## src/core/dtg_pkg.sv

```systemverilog
package dtg_pkg;

   // Register offsets on the plain register port.
   localparam logic [7:0] A_STAT  = 8'h86;
   localparam logic [7:0] A_MASK  = 8'h87;
   localparam logic [7:0] A_CTRL  = 8'h88;
   localparam logic [7:0] A_CFG   = 8'h89;
   localparam logic [7:0] A_TL0   = 8'h8a;
   localparam logic [7:0] A_TL1   = 8'h8b;
   localparam logic [7:0] A_TH0   = 8'h8c;
   localparam logic [7:0] A_TH1   = 8'h8d;
   localparam logic [7:0] A_PRESC = 8'h8e;

   // Field positions of the mode configuration register.
   localparam int CFG_TIMER1_GATE_SEL = 7;
   localparam int CFG_M1_LO = 4;
   localparam int CFG_TIMER0_GATE_SEL = 3;
   localparam int CFG_M0_LO = 0;
   localparam logic [7:0] CFG_WMASK = 8'hbb;

   // Field positions of the run control and flag registers.
   localparam int CTRL_RUN1 = 6;
   localparam int CTRL_RUN0 = 4;
   localparam int FLAG_T0   = 0;
   localparam int FLAG_T1   = 1;

   // Timer operating modes.
   localparam logic [1:0] MODE_13B   = 2'h0;
   localparam logic [1:0] MODE_16B   = 2'h1;
   localparam logic [1:0] MODE_8AR   = 2'h2;
   localparam logic [1:0] MODE_SPLIT = 2'h3;

   // Prescaler selector codes and division ratios in system clocks.
   localparam logic [1:0] PSC_DIV12 = 2'h0;
   localparam logic [1:0] PSC_DIV4  = 2'h1;
   localparam logic [1:0] PSC_DIV48 = 2'h2;
   localparam logic [5:0] DIV12     = 6'h0c;
   localparam logic [5:0] DIV4      = 6'h04;
   localparam logic [5:0] DIV48     = 6'h30;
   localparam logic [5:0] DIV_OTHER = 6'h08;

   // Complete state of the control block.
   typedef struct packed {
      logic [7:0] cfg;
      logic       run0;
      logic       run1;
      logic [1:0] flag;
      logic [1:0] mask;
      logic [1:0] presc;
      logic [7:0] tl0;
      logic [7:0] th0;
      logic [7:0] tl1;
      logic [7:0] th1;
      logic [5:0] div;
      logic [1:0] sy0;
      logic [1:0] sy1;
      logic       act1;
      logic [7:0] rdata;
   } dtg_state_t;

   // Every field comes out of reset as zero, except the pin synchronisers.
   // They start at the idle high level, so no gate sees a false active pin after reset.
   localparam dtg_state_t ST_RST = '{sy0: 2'h3, sy1: 2'h3, default: '0};

endpackage

```

## src/core/dtg_cnt_if.sv

```systemverilog
`timescale 1ns/1ps
// One timer's byte pair, its mode and enable, and the counted result.
interface dtg_cnt_if;
   import dtg_pkg::*;
   logic [1:0] mode;
   logic       en;
   logic [7:0] tl;
   logic [7:0] th;
   logic [7:0] tl_nxt;
   logic [7:0] th_nxt;
   logic       ovf;
   modport ctl (output mode, en, tl, th, input tl_nxt, th_nxt, ovf);
   modport cnt (input mode, en, tl, th, output tl_nxt, th_nxt, ovf);
endinterface

```

## src/core/dtg_cnt.sv

```systemverilog
`timescale 1ns/1ps
module dtg_cnt
   import dtg_pkg::*;
(
   // Counter operands and result.
   dtg_cnt_if.cnt c
);

   // Next count of one timer; the split high byte is handled by the caller.
   always_comb begin
      c.tl_nxt = c.tl;
      c.th_nxt = c.th;
      c.ovf    = 1'b0;
      if (c.en) begin
         unique case (c.mode)
            MODE_13B: begin
               // The top three low bits are left alone, as a prescaler of five bits.
               c.tl_nxt = {c.tl[7:5], c.tl[4:0] + 5'h01};
               if (c.tl[4:0] == 5'h1f) begin
                  c.th_nxt = c.th + 8'h01;
                  c.ovf    = (c.th == 8'hff);
               end
            end
            MODE_16B: begin
               c.tl_nxt = c.tl + 8'h01;
               if (c.tl == 8'hff) begin
                  c.th_nxt = c.th + 8'h01;
                  c.ovf    = (c.th == 8'hff);
               end
            end
            MODE_8AR: begin
               if (c.tl == 8'hff) begin
                  c.tl_nxt = c.th;
                  c.ovf    = 1'b1;
               end else begin
                  c.tl_nxt = c.tl + 8'h01;
               end
            end
            MODE_SPLIT: begin
               c.tl_nxt = c.tl + 8'h01;
               c.ovf    = (c.tl == 8'hff);
            end
         endcase
      end
   end

endmodule

```

## src/core/dtg_top.sv

```systemverilog
// Our own choice: strobed register access.
`timescale 1ns/1ps
module dtg_top
   import dtg_pkg::*;
(
   // Clock and reset.
   input  wire logic       clk,
   input  wire logic       nrst,
   // Register port.
   input  wire logic [7:0] addr,
   input  wire logic [7:0] wdata,
   input  wire logic       wr,
   input  wire logic       rd,
   output logic      [7:0] rdata,
   // External interrupt pins, active low, asynchronous.
   input  wire logic       ext_irq0_n,
   input  wire logic       ext_irq1_n,
   // System events.
   input  wire logic       osc_resume,
   input  wire logic       isr_ack0,
   input  wire logic       isr_ack1,
   // Outputs to the interrupt controller.
   output logic            irq,
   output logic            timer0_overflow_flag,
   output logic            timer1_overflow_flag,
   output logic            ext_irq1_active
);

   dtg_state_t s_r;
   dtg_state_t s;
   logic       timer0_gate_sel;
   logic       timer1_gate_sel;
   logic [1:0] m0;
   logic [1:0] m1;
   logic       ext0_on;
   logic       ext1_on;
   logic       tick;
   logic [5:0] lim;
   logic       hi_ovf;
   logic [1:0] setf;
   logic [1:0] clrf;

   dtg_cnt_if t0 ();
   dtg_cnt_if t1 ();

   dtg_cnt u_t0 (.c(t0));
   dtg_cnt u_t1 (.c(t1));

   // Decoded configuration and synchronised pin levels.
   assign timer0_gate_sel   = s_r.cfg[CFG_TIMER0_GATE_SEL];
   assign timer1_gate_sel   = s_r.cfg[CFG_TIMER1_GATE_SEL];
   assign m0      = s_r.cfg[CFG_M0_LO +: 2];
   assign m1      = s_r.cfg[CFG_M1_LO +: 2];
   assign ext0_on = ~s_r.sy0[1];
   assign ext1_on = ~s_r.sy1[1];

   // Prescaler limit; a selector change takes effect at the next wrap or at once if passed.
   always_comb begin
      unique case (s_r.presc)
         PSC_DIV12: lim = DIV12;
         PSC_DIV4:  lim = DIV4;
         PSC_DIV48: lim = DIV48;
         default:   lim = DIV_OTHER;
      endcase
   end
   assign tick = (s_r.div >= lim - 6'h01);

   // Gated enables; timer 1 in mode 3 never receives a tick.
   assign t0.mode = m0;
   assign t0.en   = tick & s_r.run0 & (~timer0_gate_sel | ext0_on);
   assign t0.tl   = s_r.tl0;
   assign t0.th   = s_r.th0;
   assign t1.mode = m1;
   assign t1.en   = tick & s_r.run1 & (~timer1_gate_sel | ext1_on) & (m1 != MODE_SPLIT);
   assign t1.tl   = s_r.tl1;
   assign t1.th   = s_r.th1;

   // Split mode borrows timer 1's run bit and flag for the high byte of timer 0.
   assign hi_ovf = (m0 == MODE_SPLIT) & tick & s_r.run1 & (s_r.th0 == 8'hff);
   assign setf[FLAG_T0] = t0.ovf;
   assign setf[FLAG_T1] = (m0 == MODE_SPLIT) ? hi_ovf : t1.ovf;

   // Flag clears from software and from vectoring.
   assign clrf = ((wr && addr == A_STAT) ? wdata[1:0] : 2'h0) | {isr_ack1, isr_ack0};

   // Next state: counting first, then register writes, which take priority over the counted timer bytes.
   always_comb begin
      s       = s_r;
      s.sy0   = {s_r.sy0[0], ext_irq0_n};
      s.sy1   = {s_r.sy1[0], ext_irq1_n};
      s.act1  = ext1_on | (~timer1_gate_sel & osc_resume);
      s.div   = tick ? 6'h00 : s_r.div + 6'h01;
      s.tl0   = t0.tl_nxt;
      s.th0   = t0.th_nxt;
      if (m0 == MODE_SPLIT && tick && s_r.run1) begin
         s.th0 = s_r.th0 + 8'h01;
      end
      s.tl1   = t1.tl_nxt;
      s.th1   = t1.th_nxt;
      // A new overflow beats a clear in the same cycle.
      s.flag  = (s_r.flag & ~clrf) | setf;
      s.rdata = 8'h00;
      if (wr) begin
         unique case (addr)
            A_MASK:  s.mask  = wdata[1:0];
            A_CTRL: begin
               s.run0 = wdata[CTRL_RUN0];
               s.run1 = wdata[CTRL_RUN1];
            end
            A_CFG:   s.cfg   = wdata & CFG_WMASK;
            A_TL0:   s.tl0   = wdata;
            A_TL1:   s.tl1   = wdata;
            A_TH0:   s.th0   = wdata;
            A_TH1:   s.th1   = wdata;
            A_PRESC: s.presc = wdata[1:0];
            default: ;
         endcase
      end
      if (rd) begin
         unique case (addr)
            A_STAT:  s.rdata = {6'h00, s_r.flag};
            A_MASK:  s.rdata = {6'h00, s_r.mask};
            A_CTRL:  s.rdata = {1'b0, s_r.run1, 1'b0, s_r.run0, 4'h0};
            A_CFG:   s.rdata = s_r.cfg;
            A_TL0:   s.rdata = s_r.tl0;
            A_TL1:   s.rdata = s_r.tl1;
            A_TH0:   s.rdata = s_r.th0;
            A_TH1:   s.rdata = s_r.th1;
            A_PRESC: s.rdata = {6'h00, s_r.presc};
            default: s.rdata = 8'h00;
         endcase
      end
   end

   // State register.
   always_ff @(posedge clk or negedge nrst) begin
      if (!nrst) begin
         s_r <= ST_RST;
      end else begin
         s_r <= s;
      end
   end

   // Outputs come straight from the state; the interrupt is a masked level.
   assign rdata                = s_r.rdata;
   assign timer0_overflow_flag = s_r.flag[FLAG_T0];
   assign timer1_overflow_flag = s_r.flag[FLAG_T1];
   assign ext_irq1_active      = s_r.act1;
   assign irq                  = |(s_r.flag & s_r.mask);
endmodule

```

## config.mk

```make
export PLATFORM = sky130hd
export DESIGN_NAME = dtg_top
export DESIGN_NICKNAME = d
export VERILOG_FILES = /design/src/core/dtg_pkg.sv /design/src/core/dtg_cnt_if.sv /design/src/core/dtg_cnt.sv /design/src/core/dtg_top.sv
export SDC_FILE = /design/constraint.sdc
export NUM_CORES = 1
export LEC_CHECK = 0
export ABC_AREA = 1
export BUFFER_PORTS_ARGS = -buffer_cell sky130_fd_sc_hd__buf_2
export CAP_MARGIN = 10
export CORE_UTILIZATION = 46
export CTS_CLUSTER_DIAMETER = 40
export DETAILED_ROUTE_END_ITERATION = 6
export PLACE_DENSITY = 0.68
export REMOVE_ABC_BUFFERS = 1
export SYNTH_ARGS = -nofsm -noshare
export SYNTH_HDL_FRONTEND = slang
export SYNTH_HIERARCHICAL = 1
export SYNTH_SLANG_ARGS = --single-unit
```

## constraint.sdc

```tcl
create_clock -name clk -period 3.2 [get_ports clk]
set_clock_uncertainty 0.05 [all_clocks]
set_input_delay 0 -clock clk [delete_from_list [all_inputs] [get_ports clk]]
set_output_delay 0 -clock clk [all_outputs]
set_load 0.01 [all_outputs]
```

After elaboration in Yosys (flattened, before gate mapping) --
Cells that the tools add are included.
Word-level totals: output and inout port bits 12, word-level logic and storage cells 118, input bits 25, flip-flop bits (word level) 65
Operators by class: bitwise gates (word level) 21, $add $sub $neg 8, multiplexer cells 36, reduce and logical (&&, ||, !) cells 13, equal/unequal tests 24, magnitude comparators 1
Operators with widths (number):
- $mux W8 | 16
- $eq A8 B8 Y1 const B | 13
- $pmux W8 S9 | 1
- $pmux W8 S3 | 2
- $add A8 B1 Y8 const B | 4
- $mux W32 | 1
- $pmux W8 S2 | 2
- $pmux W6 S3 | 1
- $add A5 B1 Y5 const B | 2
- $eq A2 B2 Y1 const B | 5
- $eq A5 B5 Y1 const B | 2
- $and A1 B1 Y1 | 9
- $mux W1 | 9
- $pmux W1 S4 | 2
- $reduce_and A2 Y1 | 4
- $add A6 B1 Y6 const B | 1
- $eq A2 B1 Y1 const B | 3
- $ge A6 B6 Y1 | 1
- $logic_not A2 Y1 | 3
- $mux W6 | 1
- $reduce_or A2 Y1 | 3
- $sub A6 B1 Y6 const B | 1
- $and A2 B2 Y2 | 2
- $not A1 Y1 | 4
- other kinds (6) | 11

Depth between registers and ports, before layout --
Gate-level depths: netlist of run 1.
depth after elaboration 10, mapped depth 19, mapped depth without buffers 19

By module --
The synthesis of run 1 kept the hierarchy.
By module, submodules not included:
- dtg_top | times used 1, seq. area each 1631.6 um^2, area each 3498.4 um^2, cells each 445
- dtg_cnt | times used 2, seq. area each 0.0 um^2, area each 853.3 um^2, cells each 167

Least setup slack after synthesis of run 1 --
OpenSTA, ideal clock, no wires.
kind flip-flop to flip-flop, from reg s_r[51] (netlist bit), to reg s_r, in the netlist t1.th[6], stages on the path, launching flop included 17, setup time 0.074 ns, clock period less this slack 2.514 ns, required time 3.076 ns, path buffers 0, setup slack 0.686 ns, arrival 2.390 ns, cell sequence dfrtp_1 -> or2_2 -> ha_1 -> nand2_1 -> nor2_1 -> nand2_1 -> nand2_2 -> nand2_1 -> a221oi_1 -> inv_1 -> nor2_1 -> nand4_1 -> nand2_1 -> nand3b_1 -> o21ai_1 -> nand2_1 -> o21ai_2
RTL lines:
- start: declaration | line dtg_top.sv:29 | dtg_state_t s_r;
- start signal: assignment | line dtg_top.sv:140 | s_r <= s;

==> flow_summary.json, run 1 <==
{
  "maxSlewViolCount": 0,
  "dp_hpwl_um": 10800,
  "crit_end": "timer1_overflow_flag",
  "synth_top_area_share_pct": 29.3,
  "die_y_um": 108,
  "cts_tree": "built",
  "fin_ws_ns": 0.356,
  "hold_viol": 0,
  "gp_congestion": 0.891,
  "drt-pass1-iter-count": 5,
  "io_buffers": 36,
  "grt_max_degree": 48,
  "reg2reg_slack_ns": 0.36,
  "r2r-start": "s_r[51]",
  "leakagePower_uw": 0.00310,
  "drtAntennaViolNets": 0,
  "slew_headroom_pct": 30.4,
  "vias_per_cell": 5.35,
  "worst_ep_arrival_time_ns": 3.06,
  "crit_fanout": 9,
  "drc": 0,
  "syn_inst": 779,
  "post-place-ws_ns": 0.400,
  "routed_wl_um": 14500,
  "cts_root_buf": "clkbuf_16",
  "fin_crit_sh_pct": 88.9,
  "holdWs_ns": 0.00758,
  "setup_tns_ns": 0,
  "cp.required_ns": 3.41,
  "ys_ff_latch": 65,
  "track_usage_pct": 25.9,
  "cts.sinks": 65,
  "vdd.ir_drop.worst_v": 0.000362,
  "drive_above_1_share_pct": 16.2,
  "yosysWarnings": 6,
  "setup_viol": 0,
  "cts_buffers": 9,
  "grt_pass1_wl_um": 23400,
  "regToRegEndpoint": "timer1_overflow_flag",
  "routed-via-count": 5169,
  "post_cts_buffers": 0,
  "synth_area_leaders": "dfrtp_1 (29%), nand2_1 (21%), nand3_1 (7.0%), inv_1 (5.6%), nor2_1 (5.0%)",
  "die_x_um": 108,
  "insertion_delay_ns": 0.33,
  "area_growth_pct": 12.8,
  "rows": 38,
  "clockBufferDepth": 2,
  "tightest_slew_ns": 1.04,
  "power.density_nw_per_um2": 467,
  "pin_count": 37,
  "nNetsFinal": 856,
  "ys_seq_area_share_pct": 31.3,
  "cp-startpoint": "s_r[51]",
  "critPathLaunchType": "flop",
  "cp-end-kind": "flop",
  "crit_type": "reg -> reg",
  "syn_avg_cell_area_um2": 6.68,
  "antennaDiodeCount": 0,
  "antenna_found_initial": 0,
  "drt_iter0_markers": 418,
  "min_period_ns": 2.84,
  "clkSlewWorstSetupHoldPaths_ns": 0.05,
  "status": "completed",
  "grt_pass1_vias": 4661,
  "synthDistinctLibCells": 41,
  "yosysTopAreaCell": "dfrtp_1",
  "clock.fmax_mhz": 352,
  "post-route-util_pct": 53.7,
  "max_cap_viol_count": 0,
  "post_drt_wl_per_cell_um": 15.0,
  "core_region_area_um2": 10900,
  "dieArea_um2": 11700,
  "syn_area_um2": 5200,
  "h-tree-depth": 3,
  "ff2ff_path_depth": 14,
  "grt_setup_unrepaired": "no",
  "initial_core_util_pct": 47.6,
  "grt_overflow": 0,
  "hold_path.class": "in -> reg"
}
cell type report:
| cell class | instances | area [um2] |
|---|---|---|
| fillers | 1091 | 5070 |
| multi-input cells | 606 | 3090 |
| flip-flops and latches | 65 | 1630 |
| repair buffers | 54 | 350 |
| inverters | 85 | 322 |
| clock buffers | 11 | 243 |
| well taps | 140 | 175 |
| clock inverters | 5 | 55.1 |
repair_timing:
| action | CTS | global route |
|---|---|---|
| hold endpoints to repair | 63 | 0 |
| resized for setup | 0 | 0 |
| hold buffers | 14 | 0 |
worst min path at each step:
stage	start	to	slack, ns	depth (start not counted)
global placement	ext_irq1_n	s[10]	0.06	1
floorplan	nrst	ext_irq1_active	-0.35	0
finish	wdata[3]	t1.th[3]	0.008	3
CTS	wdata[3]	t1.th[3]	0.01	3
global route	wdata[3]	t1.th[3]	0.05	3
detailed placement	ext_irq1_n	s[10]	0.06	1
registers in the layout (all words and copies together) (netlist names), 2 cells and up:
signal / cells
m0: 2
m1: 2
rdata: 8
s: 2
s_r: 16
t0.th: 8
t0.tl: 8
t1.th: 8
t1.tl: 8
metal layers:
metal / GRT usage, % / vias up / wire length, um
met4: 6.56 / 0 / 233
met2: 40.4 / 200 / 6440
met3: 3.86 / 23 / 1030
li1: - / 2547 / -
met5: 0 / - / 0
met1: 37.3 / 2399 / 6800
synth_stat cells (all sizes together):
cell	number
nor3	2
xor2	11
nor2	84
conb	1
ha	10
clkbuf	3
a31oi	4
o21bai	2
dfrtp	61
nand3	82
o21ai	56
dfstp	4
nor4	1
or2	3
a21o	1
nand3b	5
o211ai	4
buf	20
nand2	318
nand4	6
nand2b	1
inv	81
o22ai	3
a21oi	10
xnor2	1
clkinv	4
a221oi	1
layout by cell type, fill, tap and decap left out, drive strengths merged:
| cell | synthesis | layout |
|---|---|---|
| nand2 | 318 | 318 |
| nor2 | 84 | 84 |
| nand3 | 82 | 82 |
| inv | 81 | 81 |
| dfrtp | 61 | 61 |
| o21ai | 56 | 56 |
| buf | 20 | 40 |
| dlygate4sd3 | 0 | 14 |
| xor2 | 11 | 11 |
| clkbuf | 3 | 11 |
| ha | 10 | 10 |
| a21oi | 10 | 10 |
| nand4 | 6 | 6 |
| clkinv | 4 | 6 |
| nand3b | 5 | 5 |
| o211ai | 4 | 4 |
| dfstp | 4 | 4 |
| a31oi | 4 | 4 |
| or2 | 3 | 3 |
| o22ai | 3 | 3 |
| clkinvlp | 0 | 2 |
| o21bai | 2 | 2 |
| nor3 | 2 | 2 |
| nand2b | 1 | 1 |
| xnor2 | 1 | 1 |
| a21o | 1 | 1 |
| a221oi | 1 | 1 |
| nor4 | 1 | 1 |
| conb | 1 | 1 |
| bufinv | 0 | 1 |
report_power, final:
part | total, uW | internal (uW) | switching (uW)
Clock | 974 | 621 | 353
Sequential | 1120 | 937 | 181
Combinational | 650 | 242 | 408
Total | 2740 | 1800 | 942
critical path: stages, from the launching register on:
cell      delay (ns)
dfrtp_1         0.41
or2_2           0.31
ha_1            0.30
nand2_1         0.08
nor2_1          0.09
nand2_1         0.07
nand2_2         0.20
nand2_1         0.11
a221oi_2        0.23
inv_1           0.11
nor2_1          0.21
nand3_2         0.15
o22ai_1         0.28
nand2_1         0.09
nand3_1         0.08
per-stage QoR:
step	cell area [um2]	cells	power [uW]
6_report	5870	966	2740
3_3_place_gp	5430	936	1730
5_1_grt	5870	966	2900
4_1_cts	5870	966	2740
2_1_floorplan	5040	756	1540
3_5_place_dp	5430	936	1760
kinds of logic (layout without fill, tap and decap cells):
logic type / after synthesis / in the layout / synth area share [%]
other cells: 1 / 1 / 0.0720
buf+inv: 108 / 155 / 9.35
simple gates: 502 / 502 / 45.1
fa+ha+maj: 10 / 10 / 2.40
flops: 65 / 65 / 31.3
compound gates: 81 / 81 / 9.66
xor+xnor: 12 / 12 / 2.02
Power figures use the tool's default switching activity.
==> inputs of run 2 (changes only) <==
Settings changed: CORE_UTILIZATION 46 to 50, CTS_CLUSTER_SIZE from default to 24, PLACE_DENSITY 0.68 to 0.72.
==> run 2 against run 1 <==
Against the previous run:
- first-iteration DRC count decreased by 5.3%
- global-route usage rose by 0.47 points
- critical path type unchanged
- critical path depth increased by 3
- worst setup slack improved by 0.064 ns
- routed wire length is 3.3% lower
- flip-flop and latch count unchanged
- design area down 1.5%
==> flow_summary.json, run 2 (synthesis results as in run 1) <==
{
  "status": "completed",
  "vias_per_cell": 5.40,
  "holdWs_ns": 0.0883,
  "fillers": 910,
  "h-tree-depth": 3,
  "power.density_nw_per_um2": 432,
  "cp-end-kind": "flop",
  "gr-usage-met1_pct": 36.1,
  "crit_fanout": 9,
  "maxSlewViolCount": 0,
  "min_from": "addr[1]",
  "drive_above_1_share_pct": 16.1,
  "drt-pass1-iter-count": 5,
  "worst_ep_arrival_time_ns": 2.97,
  "routed_wl_um": 14000,
  "track_usage_pct": 26.3,
  "post_cts_buffers": 0,
  "grt_max_degree": 37,
  "slowest_delay_ns": 0.40,
  "dieArea_um2": 10800,
  "min_to": "timer0_overflow_flag",
  "clkSlewWorstSetupHoldPaths_ns": 0.07,
  "fin_ws_ns": 0.421,
  "cts_tree": "built",
  "initial_core_util_pct": 52.5,
  "critPathLaunchType": "flop",
  "die_y_um": 104,
  "drc": 0,
  "final_area_um2": 5780,
  "grt_setup_unrepaired": "no",
  "max_cap_viol_count": 0,
  "r2r-start": "s_r[51]",
  "setup_viol": 0,
  "ff2ff_path_depth": 17,
  "met2_usage_pct": 42.1,
  "pwr-share-comb_pct": 25.3,
  "cpMostUsedCell": "nand2_1",
  "critPathTopFamily": "simple AND/OR/NAND/NOR gates",
  "hold_viol": 0,
  "post_drt_wl_per_cell_um": 14.6,
  "clockBufferDepth": 2,
  "largest-register": "s_r",
  "reg2reg_slack_ns": 0.42,
  "grt_busiest_layer": "met2",
  "post-place-ws_ns": 0.484,
  "grt_util_met3_pct": 5.45,
  "vdd.ir_drop.worst_v": 0.000288,
  "core_region_area_um2": 9910,
  "cts_root_buf": "clkbuf_8",
  "regToRegEndpoint": "t0.th[3]",
  "internal_power_uw": 1610,
  "io_buffers": 36,
  "postPlaceCellArea_um2": 5420,
  "drtAntennaViolNets": 0,
  "antenna_found_initial": 0,
  "largest_reg_flops": 16,
  "slew_headroom_pct": 46.9,
  "cts_buffers": 9,
  "crit_type": "reg -> reg",
  "final_common_cell": "nand2_1",
  "antennaDiodeCount": 0,
  "critPathBufInv": 3,
  "area_growth_pct": 11.0,
  "cts.sinks": 65,
  "fin_crit_sh_pct": 86.9,
  "tightest_slew_ns": 0.796,
  "routed-via-count": 5172,
  "min_period_ns": 2.78,
  "clockPowerShare_pct": 29.7,
  "swShare_pct": 35.3,
  "grt_overflow": 0,
  "nNetsFinal": 856,
  "final_cell_mix": "nand2_1 (294), inv_1 (77), nand3_1 (73)",
  "crit_chain": "or2_2, ha_1, nand2_1, nor2_1, nand2_1, nand2_2, nand2_1, a21oi_1, inv_1, nor2_1, inv_1, nand2_1, nand2_1, nand2_1, nand3_1, nand2_1, inv_1",
  "hold_path.class": "in -> reg",
  "finalPower_uw": 2490,
  "p_seq_share_pct": 44.9,
  "grt_pass1_wl_um": 22800,
  "rows": 36,
  "die_x_um": 104,
  "switching_power_uw": 881,
  "insertion_delay_ns": 0.34,
  "grt_pass1_vias": 4796,
  "slowest_stage": "dfrtp_1",
  "leakagePower_uw": 0.00307,
  "cp.required_ns": 3.39,
  "hold_depth": 5,
  "pin_count": 37,
  "gp_congestion": 0.908,
  "clock.fmax_mhz": 360,
  "drt_iter0_markers": 396,
  "dp_hpwl_um": 10500
}
-- run 2: metal layers --
metal / share of wire, % / routed length (um) / vias up
met5: 0 / 0 / -
met4: 1.9 / 260 / 0
met3: 8.2 / 1160 / 29
met2: 46 / 6380 / 227
met1: 44 / 6220 / 2380
li1: - / - / 2536
-- run 2: how the worst max path moves through the flow --
stage / start / to / slack (ns) / cells past startpoint
final: s_r[51] / t0.th[3] / 0.42 / 17
after floorplan: s_r[51] / t1.th[6] / -0.32 / 16
after global placement: s_r[51] / t0.th[7] / 0.55 / 17
after detailed placement: s_r[51] / t0.th[6] / 0.48 / 18
after global routing: s_r[52] / t0.th[6] / 0.15 / 19
after CTS: s_r[51] / t0.th[6] / 0.45 / 18
-- run 2: repair_timing --
action	in CTS	in global routing
hold buffers	15	0
hold endpoints to repair	58	0
resized for setup	0	0
-- run 2: cell type report --
cell class,count,area [um2],share of cell area (%)
well taps,133,166,2.88
flip-flops and latches,65,1630,28.2
clock buffers,13,179,3.10
multi-input cells,606,3090,53.5
clock inverters,2,35.0,0.606
inverters,85,322,5.56
repair buffers,54,353,6.11
-- run 2: power by group through the flow --
stage / combinational (uW) / clock, uW / sequential [uW]
finish: 632 / 742 / 1120
CTS: 633 / 747 / 1120
global placement: 604 / 0 / 1130
floorplan: 471 / 0 / 1070
detailed placement: 615 / 0 / 1130
global route: 724 / 777 / 1140
-- run 2: stage by stage --
stage / util, % / cells / TNS (ns)
finish: 58.3 / 958 / 0
global route: 58.3 / 958 / 0
CTS: 58.3 / 958 / 0
detailed placement: 54.6 / 928 / 0
global placement: 54.6 / 928 / 0
floorplan: - / 756 / -3.47
-- run 2: worst register-to-register path, cell delays in order, from the launching register on --
cell and delay, ns:
dfrtp_1 0.40, or2_2 0.30, ha_1 0.30, nand2_1 0.07
nor2_1 0.08, nand2_1 0.06, nand2_2 0.19, nand2_1 0.09
a21oi_1 0.20, inv_1 0.12, nor2_1 0.26, inv_1 0.16
nand2_1 0.08, nand2_1 0.06, nand2_1 0.07, nand3_1 0.08
nand2_1 0.06, inv_1 0.04
